### src/pvi_cfg.svh
// timing constants for the press valve interlock
`ifndef PVI_CFG_SVH
`define PVI_CFG_SVH

// bridge time and clock period, both in nanoseconds
`define PVI_BRIDGE_TIME_NS 100000000
`define PVI_CLK_PERIOD_NS  4
// bridge length in scan clocks: 100 ms at 4 ns, fits a 32-bit counter
`define PVI_BRIDGE_CYCLES  (`PVI_BRIDGE_TIME_NS / `PVI_CLK_PERIOD_NS)

`endif

### src/pvi_pkg.sv
// types for the press valve interlock
package pvi_pkg;

  typedef enum logic [1:0]
  {
    PVI_BR_IDLE = 2'b00,
    PVI_BR_RUN  = 2'b01,
    PVI_BR_DONE = 2'b10
  } pvi_bridge_state_t;

endpackage

### src/pvi_press_valve_interlock.sv
// press valve interlock: permits, creep feed enable and valve drives
//
// Operation
// - valve_rest_permit is the AND of both safety valve and direction valve feedback contacts.
// - valve_rest_permit gates the foot pedal enable so no creep stroke starts unless the valves rest.
// - both safety valves are driven whenever creep down, rapid down or upward enable is active.
// - both rapid-speed valves come from one shared signal, driven only by the rapid down enable.
// - the direction valve is driven by any downward enable, creep or rapid.
// - creep_pressure_permit is the AND of left and right pressure evaluations.
// - rapid_pressure_permit is the OR of left and right pressure evaluations.
// - pressure_bridge is true while creep_request is present and the 100 ms bridge_timer runs.
// - pressure_permit is pressure_bridge OR creep_pressure_permit.
// - creep_request rises on setup mode, an absent guards permit or a CNC slow request.
// - creep down enable needs request, pressure, pedal, e-stop, guards closed, machine ok, no up, no BDC.
// - during creep down enable the safety, direction and CNC plunger-down outputs are driven.
// - machine_permit is motor on AND oil filter ok AND CNC ok.
`timescale 1ns/100ps
`include "pvi_cfg.svh"

module pvi_press_valve_interlock
#(
  parameter int unsigned BRIDGE_CYCLES = `PVI_BRIDGE_CYCLES
)
(
  input  wire logic clk_sys,
  input  wire logic rst_b,
  input  wire logic left_safety_valve_feedback,
  input  wire logic right_safety_valve_feedback,
  input  wire logic direction_valve_feedback,
  input  wire logic left_rapid_valve_button,
  input  wire logic right_rapid_valve_button,
  input  wire logic motor_on_feedback,
  input  wire logic oil_filter_ok,
  input  wire logic cnc_status_ok,
  input  wire logic setup_mode_selected,
  input  wire logic guards_permit,
  input  wire logic cnc_slow_request,
  input  wire logic foot_pedal_ok,
  input  wire logic estop_permit,
  input  wire logic guards_stop,
  input  wire logic cnc_up_request,
  input  wire logic cnc_bdc_reached,
  input  wire logic rapid_down_enable,
  input  wire logic up_enable,
  output logic      valve_rest_permit,
  output logic      machine_permit,
  output logic      creep_pressure_permit,
  output logic      rapid_pressure_permit,
  output logic      pressure_bridge,
  output logic      pressure_permit,
  output logic      creep_request,
  output logic      foot_pedal_enable,
  output logic      creep_down_enable,
  output logic      left_safety_valve,
  output logic      right_safety_valve,
  output logic      left_rapid_valve,
  output logic      right_rapid_valve,
  output logic      direction_valve,
  output logic      cnc_plunger_down
);

  localparam int N_IN = 18;
  // synchronisers reset to idle levels: a guards permit read as absent would
  // raise a false creep request and start the bridge timer right after reset
  localparam logic [N_IN-1:0] SYNC_IDLE = 18'h00100;

  // ==========================================================
  // input synchronisers
  // field contacts are asynchronous, so every input sees two flops
  logic [N_IN-1:0] sync1_r;
  logic [N_IN-1:0] sync2_r;
  logic [N_IN-1:0] raw_in;

  assign raw_in = {left_safety_valve_feedback, right_safety_valve_feedback, direction_valve_feedback,
                   left_rapid_valve_button, right_rapid_valve_button, motor_on_feedback, oil_filter_ok,
                   cnc_status_ok, setup_mode_selected, guards_permit, cnc_slow_request, foot_pedal_ok,
                   estop_permit, guards_stop, cnc_up_request, cnc_bdc_reached, rapid_down_enable,
                   up_enable};

  always_ff @(posedge clk_sys)
  begin
    if (!rst_b)
    begin
      sync1_r <= SYNC_IDLE;
      sync2_r <= SYNC_IDLE;
    end
    else
    begin
      sync1_r <= raw_in;
      sync2_r <= sync1_r;
    end
  end

  logic s_lsv, s_rsv, s_dv, s_lrb, s_rrb, s_mot, s_oil, s_cnc, s_setup, s_guard;
  logic s_slow, s_pedal, s_estop, s_gstop, s_up, s_bdc, s_rapid, s_upen;
  assign {s_lsv, s_rsv, s_dv, s_lrb, s_rrb, s_mot, s_oil, s_cnc, s_setup, s_guard,
          s_slow, s_pedal, s_estop, s_gstop, s_up, s_bdc, s_rapid, s_upen} = sync2_r;

  // ==========================================================
  // bridge timer
  pvi_pkg::pvi_bridge_state_t br_state_r;
  pvi_pkg::pvi_bridge_state_t br_state_nxt;
  logic [31:0]                br_cnt_r;
  logic [31:0]                br_cnt_nxt;
  logic                       creep_request_nxt;
  logic                       timer_running;

  assign creep_request_nxt = s_setup | ~s_guard | s_slow;

  // timer restarts on each creep request rise
  always_comb
  begin
    br_state_nxt = br_state_r;
    br_cnt_nxt   = br_cnt_r;
    case (br_state_r)
      pvi_pkg::PVI_BR_IDLE:
      begin
        br_cnt_nxt = '0;
        if (creep_request_nxt)
          br_state_nxt = pvi_pkg::PVI_BR_RUN;
      end
      pvi_pkg::PVI_BR_RUN:
      begin
        if (!creep_request_nxt)
          br_state_nxt = pvi_pkg::PVI_BR_IDLE;
        else if (br_cnt_r >= BRIDGE_CYCLES - 1)
          br_state_nxt = pvi_pkg::PVI_BR_DONE;
        else
          br_cnt_nxt = br_cnt_r + 32'h1;
      end
      pvi_pkg::PVI_BR_DONE:
      begin
        if (!creep_request_nxt)
          br_state_nxt = pvi_pkg::PVI_BR_IDLE;
      end
      default:
        br_state_nxt = pvi_pkg::PVI_BR_IDLE;
    endcase
  end

  always_ff @(posedge clk_sys)
  begin
    if (!rst_b)
    begin
      br_state_r <= pvi_pkg::PVI_BR_IDLE;
      br_cnt_r   <= '0;
    end
    else
    begin
      br_state_r <= br_state_nxt;
      br_cnt_r   <= br_cnt_nxt;
    end
  end

  assign timer_running = (br_state_nxt == pvi_pkg::PVI_BR_RUN);

  // ==========================================================
  // permits and enables, registered once per scan
  logic vrp_nxt, mp_nxt, cpp_nxt, rpp_nxt, pb_nxt, pp_nxt, fpe_nxt, cde_nxt;
  logic lsv_nxt, lrv_nxt, dv_nxt, cpd_nxt, rapid_shared;

  always_comb
  begin
    vrp_nxt = s_lsv & s_rsv & s_dv;
    mp_nxt  = s_mot & s_oil & s_cnc;
    cpp_nxt = s_lrb & s_rrb;
    rpp_nxt = s_lrb | s_rrb;
    pb_nxt  = creep_request_nxt & timer_running;
    pp_nxt  = pb_nxt | cpp_nxt;
    fpe_nxt = s_pedal & vrp_nxt;
    cde_nxt = creep_request_nxt & pp_nxt & fpe_nxt & s_estop & ~s_gstop & mp_nxt & ~s_up & ~s_bdc;
    lsv_nxt = cde_nxt | s_rapid | s_upen;
    rapid_shared = s_rapid;
    lrv_nxt = rapid_shared;
    dv_nxt  = cde_nxt | s_rapid;
    cpd_nxt = (cde_nxt | s_rapid) & fpe_nxt;
  end

  always_ff @(posedge clk_sys)
  begin
    if (!rst_b)
    begin
      valve_rest_permit     <= 1'b0;
      machine_permit        <= 1'b0;
      creep_pressure_permit <= 1'b0;
      rapid_pressure_permit <= 1'b0;
      pressure_bridge       <= 1'b0;
      pressure_permit       <= 1'b0;
      creep_request         <= 1'b0;
      foot_pedal_enable     <= 1'b0;
      creep_down_enable     <= 1'b0;
      left_safety_valve     <= 1'b0;
      right_safety_valve    <= 1'b0;
      left_rapid_valve      <= 1'b0;
      right_rapid_valve     <= 1'b0;
      direction_valve       <= 1'b0;
      cnc_plunger_down      <= 1'b0;
    end
    else
    begin
      valve_rest_permit     <= vrp_nxt;
      machine_permit        <= mp_nxt;
      creep_pressure_permit <= cpp_nxt;
      rapid_pressure_permit <= rpp_nxt;
      pressure_bridge       <= pb_nxt;
      pressure_permit       <= pp_nxt;
      creep_request         <= creep_request_nxt;
      foot_pedal_enable     <= fpe_nxt;
      creep_down_enable     <= cde_nxt;
      left_safety_valve     <= lsv_nxt;
      right_safety_valve    <= lsv_nxt;
      left_rapid_valve      <= lrv_nxt;
      right_rapid_valve     <= lrv_nxt;
      direction_valve       <= dv_nxt;
      cnc_plunger_down      <= cpd_nxt;
    end
  end

endmodule

### config.mk
export PLATFORM = sky130hd
export DESIGN_NAME = pvi_press_valve_interlock
export DESIGN_NICKNAME = d
export VERILOG_FILES = /design/src/pvi_pkg.sv /design/src/pvi_press_valve_interlock.sv
export VERILOG_INCLUDE_DIRS = /design/src
export SDC_FILE = /design/constraint.sdc
export NUM_CORES = 1
export LEC_CHECK = 0
export ABC_AREA = 1
export BUFFER_PORTS_ARGS = -buffer_cell sky130_fd_sc_hd__buf_2
export CAP_MARGIN = 20
export CELL_PAD_IN_SITES_DETAIL_PLACEMENT = 0
export CELL_PAD_IN_SITES_GLOBAL_PLACEMENT = 1
export CORE_ASPECT_RATIO = 1.2
export CORE_MARGIN = 2
export CORE_UTILIZATION = 38
export DETAILED_ROUTE_END_ITERATION = 12
export GPL_ROUTABILITY_DRIVEN = 0
export GPL_TIMING_DRIVEN = 0
export PLACE_DENSITY_LB_ADDON = 0.12
export SLEW_MARGIN = 15
export SYNTH_ARGS = -nofsm -noshare
export SYNTH_HDL_FRONTEND = slang
export SYNTH_SLANG_ARGS = --single-unit
### constraint.sdc
create_clock -name clk_sys -period 1.65 [get_ports clk_sys]
set_input_delay 0.0825 -clock clk_sys [delete_from_list [all_inputs] [get_ports clk_sys]]
set_output_delay 0.0825 -clock clk_sys [all_outputs]
set_load 0.02 [all_outputs]
Word level (Yosys, flattened, before mapping) --
Cells that the tools add are included.
Storage, ports and cells: register bits after elaboration 83, input bits 20, logic and storage cells 60
Cells by class: $add $sub $neg 1, order comparisons 1, eq/ne operators 5, muxes and demuxes 8, bitwise logic cells 25, reduce and logical (&&, ||, !) cells 3
Operators by type and width (number):
- $mux W32 | 2
- $pmux W32 S2 | 1
- $add A32 B1 Y32 const B | 1
- $ge A32 B25 Y1 const B | 1
- $and A1 B1 Y1 | 15
- $mux W2 | 4
- $or A1 B1 Y1 | 6
- $pmux W2 S3 | 1
- $eq A2 B1 Y1 const B | 2
- $ne A2 B2 Y1 const B | 2
- $not A1 Y1 | 4
- $reduce_and A3 Y1 | 1
- $eq A2 B2 Y1 const B | 1
- $logic_not A2 Y1 | 1
- $reduce_bool A2 Y1 | 1

Longest topological paths before layout --
Gate-level depths: netlist of run 1.
word-level depth 17, depth in mapped cells 13, depth with buffers taken out 13

Worst setup path before layout of run 1 --
No wires, ideal clock.
path type reg2reg, from register br_cnt_r[0], to register br_cnt_r[16], library setup time 0.070 ns, arrival time 1.495 ns, setup slack 0.084 ns, cell stages (with the launch flop) 12, period minus slack after synthesis 1.566 ns, cells stage by stage dfxtp_1 -> ha_1 -> nand2_2 -> nand2_1 -> nand2_1 -> nand2_1 -> nand2_1 -> nand3_2 -> nand2_4 -> buf_2 -> nand3_1 -> a21oi_1
Between the ends: cells in the longest elaborated chain, start to end 4, elaborated cells between the ends (all ways) 7
Ends and longest elaborated chain:
- start: declaration | line pvi_press_valve_interlock.sv:103 | logic [31:0] br_cnt_r;
- start signal: assignment | line pvi_press_valve_interlock.sv:151 | br_cnt_r <= br_cnt_nxt;
- $add A32 B1 Y32 | line pvi_press_valve_interlock.sv:129 | br_cnt_nxt = br_cnt_r + 32'h1;
- $mux W32 | line pvi_press_valve_interlock.sv:126 | else if (br_cnt_r >= BRIDGE_CYCLES - 1)
- $mux W32 | line pvi_press_valve_interlock.sv:124 | if (!creep_request_nxt)
- $pmux W32 S2 | line pvi_press_valve_interlock.sv:115 | case (br_state_r)
Several ways; a longest one is shown, not always the timed one. The select of a mux whose other input is x is not followed. A chain may end at the register's enable or synchronous reset.

Worst setup path in the final report of run 1 --
from register br_cnt_r[0], to register br_cnt_r[15]
The elaborated chain is that of the path after synthesis.

==> results of run 1 <==
-- cell families after synthesis --
family	after synthesis
simple gates	286
buf+inv	82
xor+xnor	15
flops	83
fa+ha+maj	1
compound gates	28
-- report_power, final --
part,leakage [nW],switching (mW),internal [mW],total [mW]
logic,1.34,0.150,0.116,0.266
clock network,0.103,0.810,0.722,1.53
registers,0.691,0.0154,2.04,2.05
-- worst paths after layout --
| kind | start | slack (ps) | endpoint |
|---|---|---|---|
| worst max-delay path | br_cnt_r[0] | -30 | br_cnt_r[15] |
| worst min-delay path | rst_b | 20 | valve_rest_permit |
| worst max register to register | br_cnt_r[0] | -30 | br_cnt_r[15] |
| worst min register to register | sync1_r[6] | 410 | sync2_r[6] |
-- metal layers --
metal | part of all wire [%] | global-route usage [%] | up-vias | wire length, um
met4 | 1.4 | 8.009 | 0 | 119
met1 | 43 | 20.96 | 1481 | 3760
met5 | 0 | 0 | - | 0
met3 | 2.9 | 3.525 | 9 | 256
met2 | 53 | 33.39 | 55 | 4595
li1 | - | - | 1690 | -
-- cell usage after synthesis, drive strengths merged --
cell    count
ha          1
nor2b       1
buf         7
xnor2       7
xor2        8
nand2     149
or2         3
a211oi      1
nand3b      1
dfxtp      83
nor2       81
nand3      43
nor4        2
clkbuf     13
a21oi      27
nand4       2
nor3        4
inv        62
-- area by class of cell --
class,count,area (um2),area share [%]
inverter,62,232.7,4.896
sequential,83,1709,35.96
timing repair buffer,79,630.6,13.27
buffer,20,133.9,2.817
clock buffer,9,123.9,2.606
multi-input combinational,330,1688,35.51
clock inverter,7,85.08,1.790
tap,120,150.1,3.159
-- critical path: cells and delay by family (launching register included) --
family | cells | cell delay, ps
DFF | 1 | 370
adders and majority gates | 1 | 180
AOI/OAI and AO/OA | 1 | 140
and+or+nand+nor | 8 | 660
buffers and inverters | 2 | 280
-- flip-flops by register name, summed over array words and instances (netlist names) --
name and count:
br_cnt_r 32, br_state_r 2, cnc_plunger_down 1, creep_down_enable 1, creep_pressure_permit 1, creep_request 1, direction_valve 1, foot_pedal_enable 1
machine_permit 1, pressure_bridge 1, pressure_permit 1, rapid_pressure_permit 1, right_rapid_valve 1, right_safety_valve 1, sync1_r 18, sync2_r 18
valve_rest_permit 1
-- repair_timing --
action,4_1_cts,5_1_grt
hold buffers,18,0
pin swaps,6,27
setup endpoints to repair,40,40
buffers inserted,19,3
gates cloned,3,2
endpoints found under the hold margin,18,0
resized for setup,56,55
==> metrics.txt, run 1 <==
status complete, but fails checks; f_max 594.3 MHz; global route overflow 0; Crit Path Class register to register; Reg clk slew, reported paths 90 ps; worst setup margin -32.76 ps; first-pass GRT wire length 14.24 mm; post-synthesis cell area approximately 0.0035 mm2; DR vias/cell 4.556; root buf cell clkbuf_8; DRC violations left 0; final setup fails 18; initial DRC count 84; Critical Path End Type register; Yosys cell types 25; CP max stage delay 370 ps; clock buffer depth 2; final worst path period share 102.0%; DIE WIDTH 91.29 um; share of cells above drive strength 1 ~29%; fin. max-slew vios 0; DIE HEIGHT roughly 110 um; Skew-Pair Late Insertion Delay 360 ps; Mean Syn Cell Area 7.019 um2; compound-cell area share of the yosys netlist under 10%; WHS Path Cells 3; initial antenna violation count 0; post-synthesis adder-cell area fraction 0.3601%; Syn Nets 516; Synth area leaders dfxtp_1 (48%), nand2_1 (16%), nor2_1 (8.4%); Yosys warning total 0; total chip power 3.854 mW; Non-Filler Instances a little over 700; Initial DRT Pass Iterations 4; post-layout util 52.90%; mux contribution to synthesized area 0%; dpl cells 649; post-synthesis sequential area ratio 47.82%; clk sink count 83; Critical Path AT 1980 ps; Slew HR 57.55%; Yosys top cell by area dfxtp_1; Slowest cell on crit path dfxtp_4; most frequent cells in the layout nand2_1 (120), nor2_1 (66), dfxtp_1 (63); global-route usage over all layers 18.34%; Initial Util 38.67%; number of placement rows 38; Worst-Margin Slew between 600 and 700 ps; Required @ worst endpoint ~1900 ps; placed inst area 0.003795 mm2; htree depth 3; Finished Cell Area 0.004753 mm2; Detail Placement HPWL ~5.7 mm; Hold Path Class input port to register; core footprint 0.008986 mm2; number of synthesized register bits 83; Sum Neg Setup Slack -261.2 ps; CTS tree built; PortBufs 34; nets 606; commonest non-fill, non-tap cell in the layout nand2_1; Yosys top cell area share 47.82%; diodes inserted 0; xor/xnor cell area share of the yosys netlist 3.781%; Synth Area in Simple Gates 34.14%; Post-Syn Instances 495; Register-to-Register Path Depth 12; IO Pins 35; Pwr per Cell Area 810.7 mW/mm2; crit path cell chain ha_4 > nand2_4 > nand2_2 > nand2_2 > nand2_2 > nand2_2 > nand3_4 > nand2_4 > buf_8 > clkbuf_16 > nand3_2 > a21oi_2; hold_ws 15.62 ps; Syn-to-layout area delta 36.80%; average wire per standard cell 12.30 um; Final Hold Vio Count 0; Max Cap Viol 0; main combinational cell family by area after synthesis simple AND/OR/NAND/NOR gates; fill cell count 935; Critical Path Most Common Cell nand2_2; CP Max Fanout 5; failing checks negative setup slack; antenna-violating nets left 0; Startpoint Class register; pre-CTS setup slack -336.6 ps; TritonCTS Buffers 9; RSZ-0062 raised after global routing true; routed wire length approximately 8.7 mm; largest net degree at the start of global routing 17; Clock Skew roughly 16 ps; die area a little under 0.01 mm2; Worst VDD drop roughly 0.6 mV; Leak Pwr 2.129 nW; vias in the first global route 3028; via count between 3000 and 4000; minimum clock period between 1500 and 2000 ps
Note: power is estimated with default switching activity, not from simulation.
==> run 2, diff against run 1 <==
--- a/config.mk
+++ b/config.mk
@@ -17,7 +17,7 @@
 export DETAILED_ROUTE_END_ITERATION = 12
 export GPL_ROUTABILITY_DRIVEN = 0
 export GPL_TIMING_DRIVEN = 0
-export PLACE_DENSITY_LB_ADDON = 0.12
+export PLACE_DENSITY = 0.86
 export SLEW_MARGIN = 15
 export SYNTH_ARGS = -nofsm -noshare
 export SYNTH_HDL_FRONTEND = slang
==> run 2 against run 1 <==
The run now ends clean. Global-route usage is 0.89 points lower. Clock skew is 0.98 ps lower. Die area is the same. Total power decreased by 3.1%. Sequential power barely moved. Final cell count fell by 0.42%. Combinational power down 2%. Maximum frequency rose by 2.6%. Critical path depth shrank 1. Worst setup slack improved by 43 ps. Count of clock-buffer cells in the layout rose by 1. Critical path type unchanged. Largest power group unchanged.
==> metrics.txt, run 2 (synthesis results as in run 1) <==
Non-Filler Instances 707 (was 710); status finished, final reports clean (was complete, but fails checks); Hold Path Class register to register (was input port to register); Largest regs br_cnt_r: 32 flops, sync1_r: 18 flops, sync2_r: 18 flops (unchanged); final setup fails 0 (was 18); Psw 0.9987 mW (was 0.9755 mW); Critical Path AT 1930 ps (was 1980 ps); Leak Pwr 2.103 nW (was 2.129 nW); Startpoint Class register (unchanged); Pwr per Cell Area 799.3 mW/mm2 (was 810.7 mW/mm2); fin. max-slew vios 0 (unchanged); DR vias/cell 4.615 (was 4.556); DIE WIDTH 91.29 um (unchanged); f_max 609.7 MHz (was 594.3 MHz); CTS tree built (unchanged); post-layout util 51.98% (was 52.90%); Initial DRT Pass Iterations 4 (unchanged); Switching Fraction 26.75% (was 25.31%); fill cell count 850 (was 935); Worst-Margin Slew 556.3 ps (was 630.9 ps); Clk network pwr share 38.0% (was 39.8%); multi-input logic area 0.001688 mm2 (unchanged); minimum clock period 1640 ps (was 1683 ps); RSZ-0062 raised after global routing true (unchanged); most frequent cells in the layout nand2_1 (124), nor2_1 (61), dfxtp_1 (61) (was nand2_1 (120), nor2_1 (66), dfxtp_1 (63)); Reg area 0.001714 mm2 (was 0.001709 mm2); sequential share of power 55.1% (was 53.3%); root buf cell clkbuf_8 (unchanged); htree depth 3 (unchanged); dpl cells 649 (unchanged); clock buffer depth 2 (unchanged); routed wire length 8.664 mm (was 8.731 mm); Detail Placement HPWL 5.669 mm (was 5.671 mm); initial antenna violation count 0 (unchanged); Max Cap Viol 0 (unchanged); internal power 2.735 mW (was 2.878 mW); first-pass GRT wire length 13.83 mm (was 14.24 mm); Initial Util 38.67% (unchanged); IO Pins 35 (unchanged); TritonCTS Buffers 9 (unchanged); nets 603 (was 606); largest net degree at the start of global routing 17 (unchanged); global-route usage over all layers 17.45% (was 18.34%); initial DRC count 162 (was 84); Slew HR 62.91% (was 57.55%); most flop-heavy register br_cnt_r (unchanged); DIE HEIGHT 108.8 um (unchanged); Skew-Pair Late Insertion Delay 370 ps (was 360 ps); via count 3263 (was 3235); Critical Path End Type register (unchanged); global route overflow 0 (unchanged); Clock Skew 15.00 ps (was 15.98 ps); Final Hold Vio Count 0 (unchanged); Syn-to-layout area delta 34.43% (was 36.80%); clk sink count 83 (unchanged); antenna-violating nets left 0 (unchanged); number of placement rows 38 (unchanged); max FFs per register 32 (unchanged); total chip power 3.733 mW (was 3.854 mW); CP Max Fanout 6 (was 5); Required @ worst endpoint 1940 ps (about the same); Crit Path Class register to register (unchanged); commonest non-fill, non-tap cell in the layout nand2_1 (unchanged); DRC violations left 0 (unchanged); final worst path period share 99.40% (was 102.0%); share of cells above drive strength 1 28.45% (was 28.98%); vias in the first global route 3098 (was 3028); Comb pwr share 7.0% (was 6.9%); die area 0.009928 mm2 (unchanged); PortBufs 34 (unchanged); Reg clk slew, reported paths 100 ps (was 90 ps); average wire per standard cell 12.25 um (was 12.30 um); diodes inserted 0 (unchanged); core footprint 0.008986 mm2 (unchanged); Worst VDD drop 0.5990 mV (was 0.5981 mV); hold_ws 414.1 ps (was 15.62 ps)
## run 2: timing repair
item	4_1_cts	5_1_grt
pin swaps	5	13
hold endpoints to repair	19	0
gates cloned	0	2
setup endpoints to repair	40	33
gates resized for setup	31	78
setup buffers	8	13
hold buffers	19	0
## run 2: final timing paths
kind              slack [ps]          end          from  cells past startpoint
hold reg to reg          410   sync2_r[6]    sync1_r[6]                      2
setup / recovery          10  br_cnt_r[6]  br_cnt_r[16]                     11
setup reg to reg          10  br_cnt_r[6]  br_cnt_r[16]                     11
hold / removal           410   sync2_r[6]    sync1_r[6]                      2
## run 2: final cells by class
| type | instances | area share [%] |
|---|---|---|
| Buffer | 20 | 2.866 |
| Clock buffer | 10 | 2.732 |
| Clock inverter | 6 | 1.205 |
| Inverter | 62 | 4.983 |
| Multi-Input combinational cell | 330 | 36.14 |
| Sequential cell | 83 | 36.70 |
| Tap cell | 120 | 3.215 |
| Timing Repair Buffer | 76 | 12.16 |
## run 2: per-stage QoR
stage / cell area, um2 / setup WS [ps] / setup TNS [ps]
2_1_floorplan: 3475 / 84.09 / 0
3_3_place_gp: 3795 / -454.2 / -11990
3_5_place_dp: 3795 / -423.5 / -11530
4_1_cts: 4307 / 0.5254 / 0
5_1_grt: 4671 / -112.8 / -2204
6_report: 4671 / 9.961 / 0
## run 2: worst max-delay path, stage by stage, from the launching register on
cell and delay [ps]:
dfxtp_2 400, inv_1 70, nor3_2 160, nand2_1 90, nor2b_2 120, nand2_2 60, nand3_2 80, nand2_4 110
nand2_8 140, clkbuf_16 160, nand2_2 40, a21oi_1 130
## run 2: power by group through the flow
stage / registers [mW] / clock network [mW] / logic (mW)
global placement: 2.12 / 0 / 0.193
global route: 2.06 / 1.52 / 0.290
CTS: 2.07 / 1.44 / 0.235
detailed placement: 2.12 / 0 / 0.196
finish: 2.06 / 1.42 / 0.261
floorplan: 2.12 / 0 / 0.115
## run 2: layer usage
metal	up-vias	share of wire, %	global-route usage (%)
met2	64	53	32.65
met5	-	0	0
met4	0	2.7	7.359
met1	1497	40	19.27
li1	1680	-	-
met3	22	3.6	3.455
